==> config.mk <==
export PLATFORM = sky130hd
export DESIGN_NAME = adcc_top
export DESIGN_NICKNAME = d
export VERILOG_FILES = /design/src/design/adcc_pkg.sv /design/src/design/adcc_clk_div.sv /design/src/design/adcc_route.sv /design/src/design/adcc_top.sv
export SDC_FILE = /design/constraint.sdc
export NUM_CORES = 1
export LEC_CHECK = 0
export BUFFER_PORTS_ARGS = -buffer_cell sky130_fd_sc_hd__clkbuf_2
export CORE_MARGIN = 5
export CORE_UTILIZATION = 55
export CTS_CLUSTER_SIZE = 16
export DETAILED_ROUTE_END_ITERATION = 10
export PLACE_DENSITY = 0.8
export REMOVE_ABC_BUFFERS = 1
export SYNTH_ARGS = -nofsm -noshare
export SYNTH_HDL_FRONTEND = slang
export SYNTH_SLANG_ARGS = --single-unit
==> constraint.sdc <==
create_clock -name core_clk -period 4.2 [get_ports core_clk]
set_input_delay 1.05 -clock core_clk [delete_from_list [all_inputs] [get_ports core_clk]]
set_output_delay 1.05 -clock core_clk [all_outputs]
set_load 0.01 [all_outputs]
==> src/design/adcc_pkg.sv <==
package adcc_pkg;

  // Register indices on the plain register port
  localparam logic [3:0] REG_CTRL0  = 4'h0;
  localparam logic [3:0] REG_CTRL1  = 4'h1;
  localparam logic [3:0] REG_TEMP   = 4'h2;
  localparam logic [3:0] REG_RESH   = 4'h3;
  localparam logic [3:0] REG_RESL   = 4'h4;
  localparam logic [3:0] REG_PINSH  = 4'h5;

  // Control register 0 fields
  localparam int CTRL0_START_BIT = 7;
  localparam int CTRL0_BUSY_BIT  = 6;
  localparam int CTRL0_PWR_BIT   = 5;
  localparam int CTRL0_CHAN_LSB  = 0;

  // Control register 1 fields
  localparam int CTRL1_SRC_LSB = 5;
  localparam int CTRL1_REF_LSB = 3;
  localparam int CTRL1_CLK_LSB = 0;

  // Temperature sensor control fields
  localparam int TEMP_EN_BIT   = 0;
  localparam int TEMP_RSV_BIT  = 1;

  // Reset values
  localparam logic [7:0] CTRL0_RESET  = 8'h00;
  localparam logic [7:0] CTRL1_RESET  = 8'h00;
  localparam logic [1:0] TEMP_RESET   = 2'h2;
  localparam logic [7:0] PINSH_RESET  = 8'h00;

  // Timing counts in converter clocks
  localparam logic [5:0] SAMPLE_NORMAL = 6'h04;
  localparam logic [5:0] SAMPLE_TEMP   = 6'h2E;
  localparam logic [5:0] CONVERT_CLKS  = 6'h0C;

  // Input source codes
  localparam logic [2:0] SRC_EXT0    = 3'h0;
  localparam logic [2:0] SRC_BANDGAP = 3'h1;
  localparam logic [2:0] SRC_TEMP    = 3'h2;
  localparam logic [2:0] SRC_AMP0    = 3'h3;
  localparam logic [2:0] SRC_AMP1    = 3'h4;
  localparam logic [2:0] SRC_LINE    = 3'h5;
  localparam logic [2:0] SRC_EXT1    = 3'h6;

  // Reference codes
  localparam logic [1:0] REF_PIN    = 2'h0;
  localparam logic [1:0] REF_TEMP   = 2'h2;

  typedef enum logic [1:0] {
    ST_IDLE   = 2'b00,
    ST_SAMPLE = 2'b01,
    ST_CONV   = 2'b10
  } adcc_state_e;

endpackage : adcc_pkg

==> src/design/adcc_clk_div.sv <==
`timescale 1ns/1ps
`default_nettype none
module adcc_clk_div (
  // Clock and reset
  input  wire logic       core_clk,
  input  wire logic       rst,
  // Control
  input  wire logic       run,
  input  wire logic [2:0] divSel,
  // Enable pulse
  output logic            tick
);
  import adcc_pkg::*;

  logic [6:0] cnt_q;
  logic [6:0] lastCnt;

  // Power-of-two divide: terminal count is 2^sel - 1
  assign lastCnt = 7'((8'h01 << divSel) - 8'h01);

  always_ff @(posedge core_clk) begin
    if (rst || !run || cnt_q >= lastCnt) begin
      cnt_q <= 7'h00;
    end else begin
      cnt_q <= cnt_q + 7'h01;
    end
  end

  assign tick = run && (cnt_q >= lastCnt);  // [RULE_06]

endmodule : adcc_clk_div
`default_nettype wire

==> src/design/adcc_route.sv <==
`timescale 1ns/1ps
`default_nettype none
module adcc_route (
  // Selects
  input  wire logic [2:0]  srcSel,
  input  wire logic [1:0]  refSel,
  input  wire logic [3:0]  chanSel,
  input  wire logic        powered,
  // Analog switch controls
  output logic [11:0] extChanOn,
  output logic [4:0]  intSrcOn,
  output logic [2:0]  refOn
);
  import adcc_pkg::*;

  always_comb begin
    extChanOn = 12'h000;
    intSrcOn  = 5'h00;
    refOn     = 3'h0;
    if (powered) begin
      case (srcSel)
        SRC_EXT0, SRC_EXT1: begin
          if (chanSel < 4'hC) begin
            extChanOn[chanSel] = 1'b1;  // [RULE_17]
          end
        end
        SRC_BANDGAP: intSrcOn[0] = 1'b1;  // [RULE_18]
        SRC_TEMP:    intSrcOn[1] = 1'b1;  // [RULE_18]
        SRC_AMP0:    intSrcOn[2] = 1'b1;  // [RULE_18]
        SRC_AMP1:    intSrcOn[3] = 1'b1;  // [RULE_18]
        SRC_LINE:    intSrcOn[4] = 1'b1;  // [RULE_18]
        default:     intSrcOn = 5'h00;
      endcase
      case (refSel)
        REF_PIN:  refOn[0] = 1'b1;  // [RULE_12]
        REF_TEMP: refOn[2] = 1'b1;  // [RULE_12]
        default:  refOn[1] = 1'b1;  // [RULE_12]
      endcase
    end
  end

endmodule : adcc_route
`default_nettype wire

==> src/design/adcc_top.sv <==
// What this block does
// [RULE_01] A high-then-low pulse of the start bit begins one conversion.
// [RULE_02] Busy flag rises by itself once a conversion has started.
// [RULE_03] Busy flag falls back to zero when the conversion finishes.
// [RULE_04] Completion sets the request flag; interrupt only when enabled.
// [RULE_05] Busy flag is readable by software at all times.
// [RULE_06] Converter clock is system clock divided by two to the select code.
// [RULE_07] Software keeps converter clock period within 0.5 to 10 us.
// [RULE_08] Temperature conversions need a 1 to 2 us converter clock.
// [RULE_09] Converter is powered only while the power enable bit is high.
// [RULE_10] Software waits a settling delay after enabling before starting.
// [RULE_11] Software clears power enable when conversions are not needed.
// [RULE_12] Reference code 00 pin, 01 and 11 supply, 10 temperature reference.
// [RULE_13] Software enables the temperature sensor before using its reference.
// [RULE_14] With supply reference, software keeps the reference pin unconfigured.
// [RULE_15] Analog pin selection disables other functions and its pull-high.
// [RULE_16] Analog pin selection overrides the port direction control.
// [RULE_17] Source codes 000 and 110 connect the chosen external channel.
// [RULE_18] Codes 001 to 101 select bandgap, temp, amp0, amp1, line amp.
// [RULE_19] With an internal source, software parks the channel select unused.
// [RULE_20] Software never writes source select code 111.
// [RULE_21] Normal conversion: 4 sampling then 12 converting clocks.
// [RULE_22] Temperature conversion: 46 sampling then 12 converting clocks.
// [RULE_23] Result registers hold the new value once busy goes low.
// [RULE_24] A start pulse while power is off is ignored; busy stays clear.
//
// Implementation choices: the register offsets and the strobed register port.
`timescale 1ns/1ps
`default_nettype none
module adcc_top (
  // Clock and reset
  input  wire logic        core_clk,
  input  wire logic        rst,
  // Register port
  input  wire logic [3:0]  regAddr,
  input  wire logic [7:0]  regWdata,
  input  wire logic        regWr,
  input  wire logic        regRd,
  output logic [7:0]       regRdata,
  // Interrupt handshake with the interrupt controller
  input  wire logic        intEnable,
  input  wire logic        intFlagClr,
  output logic             intFlag,
  output logic             intReq,
  // Converter core
  input  wire logic        cmpOut,
  output logic             convPowerOn,
  output logic             sampleOn,
  output logic [11:0]      dacCode,
  output logic             tempSensorOn,
  // Analog switches
  output logic [11:0]      extChanOn,
  output logic [4:0]       intSrcOn,
  output logic [2:0]       refOn,
  // Pin sharing
  output logic [7:0]       pinAnalog,
  output logic [7:0]       pinPullOff,
  output logic [7:0]       pinDirOverride
);
  import adcc_pkg::*;

  logic [7:0]  ctrl0_q;
  logic [7:0]  ctrl1_q;
  logic [1:0]  temp_q;
  logic [7:0]  pinsh_q;
  logic        busy_q;
  logic        flag_q;
  logic [11:0] result_q;
  logic [11:0] sar_q;
  logic [5:0]  cnt_q;
  logic [3:0]  bit_q;
  logic        startSeen_q;
  logic [7:0]  rdata_q;
  adcc_state_e state_q;
  logic        tick;
  logic        wrCtrl0;
  logic        startFall;
  logic        done;
  logic        powered;
  logic [2:0]  srcSel;
  logic [5:0]  sampleLen;

  function automatic logic hit(input logic [3:0] a, input logic [3:0] r, input logic s);
    hit = s && (a == r);
  endfunction : hit

  assign powered   = ctrl0_q[CTRL0_PWR_BIT];
  assign srcSel    = ctrl1_q[CTRL1_SRC_LSB +: 3];
  assign wrCtrl0   = hit(regAddr, REG_CTRL0, regWr);
  assign sampleLen = (srcSel == SRC_TEMP) ? SAMPLE_TEMP : SAMPLE_NORMAL;  // [RULE_21] [RULE_22]

  // Register writes
  always_ff @(posedge core_clk) begin
    if (rst) begin
      ctrl0_q <= CTRL0_RESET;
      ctrl1_q <= CTRL1_RESET;
      temp_q  <= TEMP_RESET;
      pinsh_q <= PINSH_RESET;
    end else begin
      if (wrCtrl0) begin
        ctrl0_q <= regWdata;
      end
      if (hit(regAddr, REG_CTRL1, regWr)) begin
        if (regWdata[CTRL1_SRC_LSB +: 3] == 3'h7) begin
          ctrl1_q[4:0] <= regWdata[4:0];
        end else begin
          ctrl1_q <= regWdata;
        end
      end
      if (hit(regAddr, REG_TEMP, regWr)) begin
        temp_q <= regWdata[1:0];
      end
      if (hit(regAddr, REG_PINSH, regWr)) begin
        pinsh_q <= regWdata;
      end
    end
  end

  // Start edge detection: rising then falling
  always_ff @(posedge core_clk) begin
    if (rst) begin
      startSeen_q <= 1'b0;
    end else if (!powered) begin
      startSeen_q <= 1'b0;  // [RULE_24]
    end else if (wrCtrl0 && regWdata[CTRL0_START_BIT]) begin
      startSeen_q <= 1'b1;
    end else if (startFall) begin
      startSeen_q <= 1'b0;
    end
  end

  assign startFall = startSeen_q && wrCtrl0 && !regWdata[CTRL0_START_BIT]
                     && regWdata[CTRL0_PWR_BIT];  // [RULE_01] [RULE_24]

  adcc_clk_div u_div (
    .core_clk (core_clk),
    .rst      (rst),
    .run      (busy_q),
    .divSel   (ctrl1_q[CTRL1_CLK_LSB +: 3]),
    .tick     (tick)
  );

  // Conversion sequencer
  always_ff @(posedge core_clk) begin
    if (rst || !powered) begin
      state_q  <= ST_IDLE;
      busy_q   <= 1'b0;
      cnt_q    <= 6'h00;
      bit_q    <= 4'h0;
      sar_q    <= 12'h000;
    end else begin
      case (state_q)
        ST_IDLE: begin
          if (startFall) begin
            state_q <= ST_SAMPLE;
            busy_q  <= 1'b1;  // [RULE_02]
            cnt_q   <= 6'h00;
          end
        end
        ST_SAMPLE: begin
          if (tick) begin
            if (cnt_q == sampleLen - 6'h01) begin
              state_q <= ST_CONV;
              cnt_q   <= 6'h00;
              bit_q   <= 4'hB;
              sar_q   <= 12'h800;
            end else begin
              cnt_q <= cnt_q + 6'h01;
            end
          end
        end
        ST_CONV: begin
          if (tick) begin
            sar_q[bit_q] <= cmpOut;
            if (bit_q != 4'h0) begin
              sar_q[bit_q - 4'h1] <= 1'b1;
              bit_q <= bit_q - 4'h1;
              cnt_q <= cnt_q + 6'h01;
            end else begin
              state_q <= ST_IDLE;
              busy_q  <= 1'b0;  // [RULE_03]
            end
          end
        end
        default: begin
          state_q <= ST_IDLE;
          busy_q  <= 1'b0;
        end
      endcase
    end
  end

  // Clearing power aborts: no flag and no result from a cut conversion
  assign done = powered && (state_q == ST_CONV) && tick && (bit_q == 4'h0);

  // Result capture, valid when busy drops
  always_ff @(posedge core_clk) begin
    if (rst) begin
      result_q <= 12'h000;
    end else if (done) begin
      result_q <= {sar_q[11:1], cmpOut};  // [RULE_23]
    end
  end

  // Completion request flag, set wins over clear
  always_ff @(posedge core_clk) begin
    if (rst) begin
      flag_q <= 1'b0;
    end else if (done) begin
      flag_q <= 1'b1;  // [RULE_04]
    end else if (intFlagClr) begin
      flag_q <= 1'b0;
    end
  end

  assign intFlag = flag_q;
  assign intReq  = flag_q && intEnable;  // [RULE_04]

  // Read path
  always_ff @(posedge core_clk) begin
    if (rst) begin
      rdata_q <= 8'h00;
    end else if (regRd) begin
      case (regAddr)
        REG_CTRL0: rdata_q <= {1'b0, busy_q, ctrl0_q[5:0]};  // [RULE_05]
        REG_CTRL1: rdata_q <= ctrl1_q;
        REG_TEMP:  rdata_q <= {6'h00, temp_q};
        REG_RESH:  rdata_q <= result_q[11:4];
        REG_RESL:  rdata_q <= {result_q[3:0], 4'h0};
        REG_PINSH: rdata_q <= pinsh_q;
        default:   rdata_q <= 8'h00;
      endcase
    end else begin
      rdata_q <= 8'h00;
    end
  end

  assign regRdata     = rdata_q;
  assign convPowerOn  = powered;  // [RULE_09]
  assign sampleOn     = (state_q == ST_SAMPLE);
  assign dacCode      = sar_q;
  assign tempSensorOn = temp_q[TEMP_EN_BIT];

  // Pin sharing: analog selection disables pull-high and overrides direction
  genvar g;
  generate
    for (g = 0; g < 8; g++) begin : g_pin
      assign pinAnalog[g]      = pinsh_q[g];  // [RULE_15]
      assign pinPullOff[g]     = pinsh_q[g];  // [RULE_15]
      assign pinDirOverride[g] = pinsh_q[g];  // [RULE_16]
    end
  endgenerate

  adcc_route u_route (
    .srcSel    (srcSel),
    .refSel    (ctrl1_q[CTRL1_REF_LSB +: 2]),
    .chanSel   (ctrl0_q[CTRL0_CHAN_LSB +: 4]),
    .powered   (powered),
    .extChanOn (extChanOn),
    .intSrcOn  (intSrcOn),
    .refOn     (refOn)
  );

  // Assertions
  a_busy_rise: assert property (@(posedge core_clk) disable iff (rst)  // [RULE_02]
    startFall && state_q == ST_IDLE && powered |=> busy_q)
    else $error("busy did not rise after start");

  a_busy_fall: assert property (@(posedge core_clk) disable iff (rst)  // [RULE_03]
    done |=> !busy_q && flag_q)
    else $error("busy did not fall at completion");

  a_irq_gate: assert property (@(posedge core_clk) disable iff (rst)  // [RULE_04]
    done |=> intReq == intEnable)
    else $error("interrupt not gated by enable at completion");

  a_flag_cause: assert property (@(posedge core_clk) disable iff (rst)  // [RULE_04]
    $rose(flag_q) |-> $past(done))
    else $error("request flag set without completion");

  a_no_power: assert property (@(posedge core_clk) disable iff (rst)  // [RULE_24]
    !powered |=> !busy_q)
    else $error("busy while powered off");

  a_start_unpowered: assert property (@(posedge core_clk) disable iff (rst)  // [RULE_24]
    wrCtrl0 && regWdata[CTRL0_START_BIT] && !powered |=> !startSeen_q)
    else $error("start accepted while powered off");

  a_result_new: assert property (@(posedge core_clk) disable iff (rst)  // [RULE_23]
    done |=> result_q == $past({sar_q[11:1], cmpOut}))
    else $error("result not captured");

  a_sample_len: assert property (@(posedge core_clk) disable iff (rst)  // [RULE_21] [RULE_22]
    $rose(state_q == ST_CONV) |-> $past(cnt_q) == sampleLen - 6'h01)
    else $error("wrong sampling length");

  a_conv_len: assert property (@(posedge core_clk) disable iff (rst)  // [RULE_21]
    done |-> cnt_q == CONVERT_CLKS - 6'h01)
    else $error("wrong conversion length");

  a_pwr_out: assert property (@(posedge core_clk) disable iff (rst)  // [RULE_09]
    !convPowerOn |-> extChanOn == 12'h000 && refOn == 3'h0)
    else $error("switches on while unpowered");

endmodule : adcc_top
`default_nettype wire

==> run metrics <==
outcome=complete, no violations; share of flip-flops with an asynchronous set or reset after synthesis=0%; drt first-iter violations=approximately 320; DPL Wire Length=8.205 mm; 1st-pass router iterations=5; IR Drop Worst-Case VDD=around 0.18 mV; pin count of the biggest net entering global routing=41; total gr overflow=0; final hold violation count=0; TritonCTS clock tree=built; most common library cell in the layout ignoring fill and taps=sky130_fd_sc_hd__clkbuf_2; final cycle utilization of the critical path=82.73%; Worst Hold Class=reg2reg; post-route antenna net violation count=0; area of the die=~9700 µm²; Max-Cap Viols=0; Leak Pwr=1.863 nW; IO Count=approximately 90; number of clock buffers inserted by TritonCTS=9; kind of capture point of the worst setup path=register; Crit path arrival time=~3.7 ns; total clock sinks=slightly below 80; wire length after detailed routing=roughly 11 mm; Initial Util=56.02%; Non-Filler Instances=around 700; shortest period the worst path allows=3.475 ns; Cell Rows=32; via count=between 4000 and 5000; register area share after synthesis=between 30% and 40%; number of global-route vias before repair=~3800; headroom to the max-slew limit=between 40% and 50%; post-placement cell area=approximately 4600 µm²; antenna violations before repair=0; Critical Setup Path Class=reg2reg; highest clock frequency the design can meet=approximately 290 MHz; highest-count cells in the layout ignoring fill and taps=87 x sky130_fd_sc_hd__clkbuf_2, 78 x sky130_fd_sc_hd__dfxtp_1, 65 x sky130_fd_sc_hd__nand2_1; number of cells in the design after placement=683; residual DRC count=0; via density per instance=5.867; mean routed wirelength per cell=roughly 16 µm; setup repair bufs after CTS=0; Clock Skews=between 0.01 and 0.015 ns; htree depth=3; number of unique standard cell types used by synthesis=53; Core Footprint=~7600 µm²; unrepaired setup endpoints after global routing=no; instance count of the mapped netlist=540; Layout area overhead=12.56%; die boundary width=between 90 and 100 µm; Data required, critical path=between 4 and 5 ns; final cell utilization of the core=63.06%; Least-Margin Pin Slew=0.8320 ns; final non-filler cell area=roughly 4800 µm²; area of the mapped netlist=about 4300 µm²; Port Buf Inserts=87; setup violators final=0; routability cong.=roughly 0.9; commonest register cell after synthesis=sky130_fd_sc_hd__dfxtp_1; maximum clock insertion buffer count=2; total number of nets in the final design=~630; crit path max fanout=13; clock-pin slew on the worst setup and hold paths=0.09 ns; launching element type of the critical path=register; post-cts hold buffer count=0; layout cell share with drive strength beyond 1=19.26%; clock root buffer=sky130_fd_sc_hd__clkbuf_8; post_cts resized=0; number of max-slew violations in the final report=0; Avg Cell Area, Syn=7.934 µm²; final sum of negative setup slack=0 ns; number of flip-flops and latches in the synthesized netlist=78; insertion delay to the later sink of the worst-skew pair=roughly 0.36 ns; Die Span Y=just under 100 µm; antenna cells=0; number of warnings printed during yosys synthesis=0; Power Dens Cells=roughly 290 nW/µm²; cells traversed along the worst timing path=or3_1 -> ha_1 -> xor2_1 -> nor2_1 -> a21oi_1 -> ha_1 -> nand3_1 -> nor3b_1 -> a21o_1 -> and3_1 -> mux2i_1 -> nor2_1; global-route wire length before repair=roughly 19 mm; biggest cell delay along the critical path=between 0.6 and 0.7 ns; overall fraction of global-route tracks in use=between 20 and 25%; number of flops mapped to enable cells by yosys=0; library cell contributing the largest single delay on the critical path=sky130_fd_sc_hd__and3_1
[sequential cells by signal, indices dropped and copies added, names as in the netlist, 6 cells and up]
signal / count
ctrl1_q: 8
pinAnalog: 8
ctrl0_q: 6
cnt_q: 6
regRdata: 8
dacCode: 12
u_div.cnt_q: 7
result_q: 12
[Yosys cell counts, types with 3 or more instances]
library cell | number | area, µm²
sky130_fd_sc_hd__dfxtp_1 | 78 | 1562
sky130_fd_sc_hd__nand2_1 | 65 | 244.0
sky130_fd_sc_hd__a21oi_1 | 56 | 280.3
sky130_fd_sc_hd__nor2_1 | 55 | 206.5
sky130_fd_sc_hd__nand3_1 | 27 | 135.1
sky130_fd_sc_hd__clkbuf_1 | 23 | 86.33
sky130_fd_sc_hd__inv_1 | 21 | 78.83
sky130_fd_sc_hd__ha_1 | 18 | 225.2
sky130_fd_sc_hd__buf_4 | 17 | 127.6
sky130_fd_sc_hd__mux2i_1 | 13 | 130.1
sky130_fd_sc_hd__nor3_1 | 11 | 55.05
sky130_fd_sc_hd__and3_1 | 10 | 62.56
sky130_fd_sc_hd__a32oi_1 | 9 | 78.83
sky130_fd_sc_hd__a22oi_1 | 8 | 60.06
sky130_fd_sc_hd__o21ai_0 | 8 | 40.04
sky130_fd_sc_hd__o22ai_1 | 8 | 50.05
sky130_fd_sc_hd__nand2b_1 | 7 | 43.79
sky130_fd_sc_hd__nor3b_1 | 7 | 52.55
sky130_fd_sc_hd__a21o_1 | 6 | 45.04
sky130_fd_sc_hd__a31oi_1 | 6 | 37.54
sky130_fd_sc_hd__o21ai_1 | 6 | 30.03
sky130_fd_sc_hd__a211oi_1 | 5 | 37.54
sky130_fd_sc_hd__a222oi_1 | 5 | 50.05
sky130_fd_sc_hd__and2_1 | 5 | 31.28
sky130_fd_sc_hd__buf_1 | 5 | 18.77
sky130_fd_sc_hd__buf_2 | 5 | 25.02
sky130_fd_sc_hd__a21boi_0 | 4 | 30.03
sky130_fd_sc_hd__a32o_1 | 4 | 40.04
sky130_fd_sc_hd__nor2b_1 | 4 | 25.02
sky130_fd_sc_hd__or3_1 | 4 | 25.02
sky130_fd_sc_hd__xnor2_1 | 4 | 35.03
sky130_fd_sc_hd__xor2_1 | 4 | 35.03
sky130_fd_sc_hd__a22o_1 | 3 | 26.28
sky130_fd_sc_hd__nand3b_1 | 3 | 22.52
sky130_fd_sc_hd__o31ai_1 | 3 | 22.52
sky130_fd_sc_hd__or2_2 | 3 | 18.77
[logic make-up (layout without fill, tap and decap cells)]
family | after synthesis | count (layout) | share of synthesized area (%)
AO/OA/AOI/OAI | 139 | 139 | 21.44
adder cells (fa/ha/maj) | 18 | 18 | 5.257
flip-flops | 78 | 78 | 36.45
XOR/XNOR | 8 | 8 | 1.635
AND/OR/NAND/NOR | 213 | 213 | 24.33
buffers and inverters | 71 | 128 | 7.856
multiplexers | 13 | 13 | 3.037
[layout make-up]
class | instances | area [µm²]
Sequential cell | 78 | 1562
Inverter | 21 | 78.83
Clock inverter | 7 | 78.83
Multi-Input combinational cell | 391 | 2386
Fill cell | 679 | 2825
Clock buffer | 9 | 123.9
Tap cell | 102 | 127.6
Timing Repair Buffer | 91 | 465.4
[path summary, 6_finish.rpt]
check	from	endpoint	slack, ns	cells past startpoint
setup reg to reg	ctrl1_q[1]	result_q[10]	0.73	12
hold / removal	u_div.cnt_q[0]	u_div.cnt_q[0]	0.47	1
setup / recovery	ctrl1_q[1]	result_q[10]	0.73	12
hold reg to reg	u_div.cnt_q[0]	u_div.cnt_q[0]	0.47	1
[metrics by stage]
stage,power (mW),worst slack (ns),hold slack [ns]
finish,1.397,0.7251,0.4729
global route,1.447,0.5381,0.5081
CTS,1.405,0.7384,0.4810
detailed placement,0.8301,0.7521,0.4592
global placement,0.8281,0.9630,0.4466
floorplan,0.7911,1.165,0.4256
[worst max-delay path: cells and delay by family, from the launching register on]
kind / cells / cell delay, ns
fa+ha+maj: 2 / 0.61
mux: 1 / 0.30
simple gates: 6 / 1.63
compound gates: 2 / 0.27
flops: 1 / 0.38
xor+xnor: 1 / 0.18
[power breakdown]
part	leakage [nW]	internal [mW]	total [mW]	switching, mW
combinational	1.13	0.0226	0.0662	0.0436
sequential	0.628	0.742	0.747	0.00542
clock	0.105	0.283	0.583	0.300
[routing by layer]
layer	up-vias	routed length [µm]	global-route usage (%)
met5	-	0	0
met4	0	216	6.933
met3	20	872	4.571
met2	168	5375	40.94
met1	1901	4707	28.36
li1	2012	-	-
No activity file was read; power rests on OpenSTA's default activity.
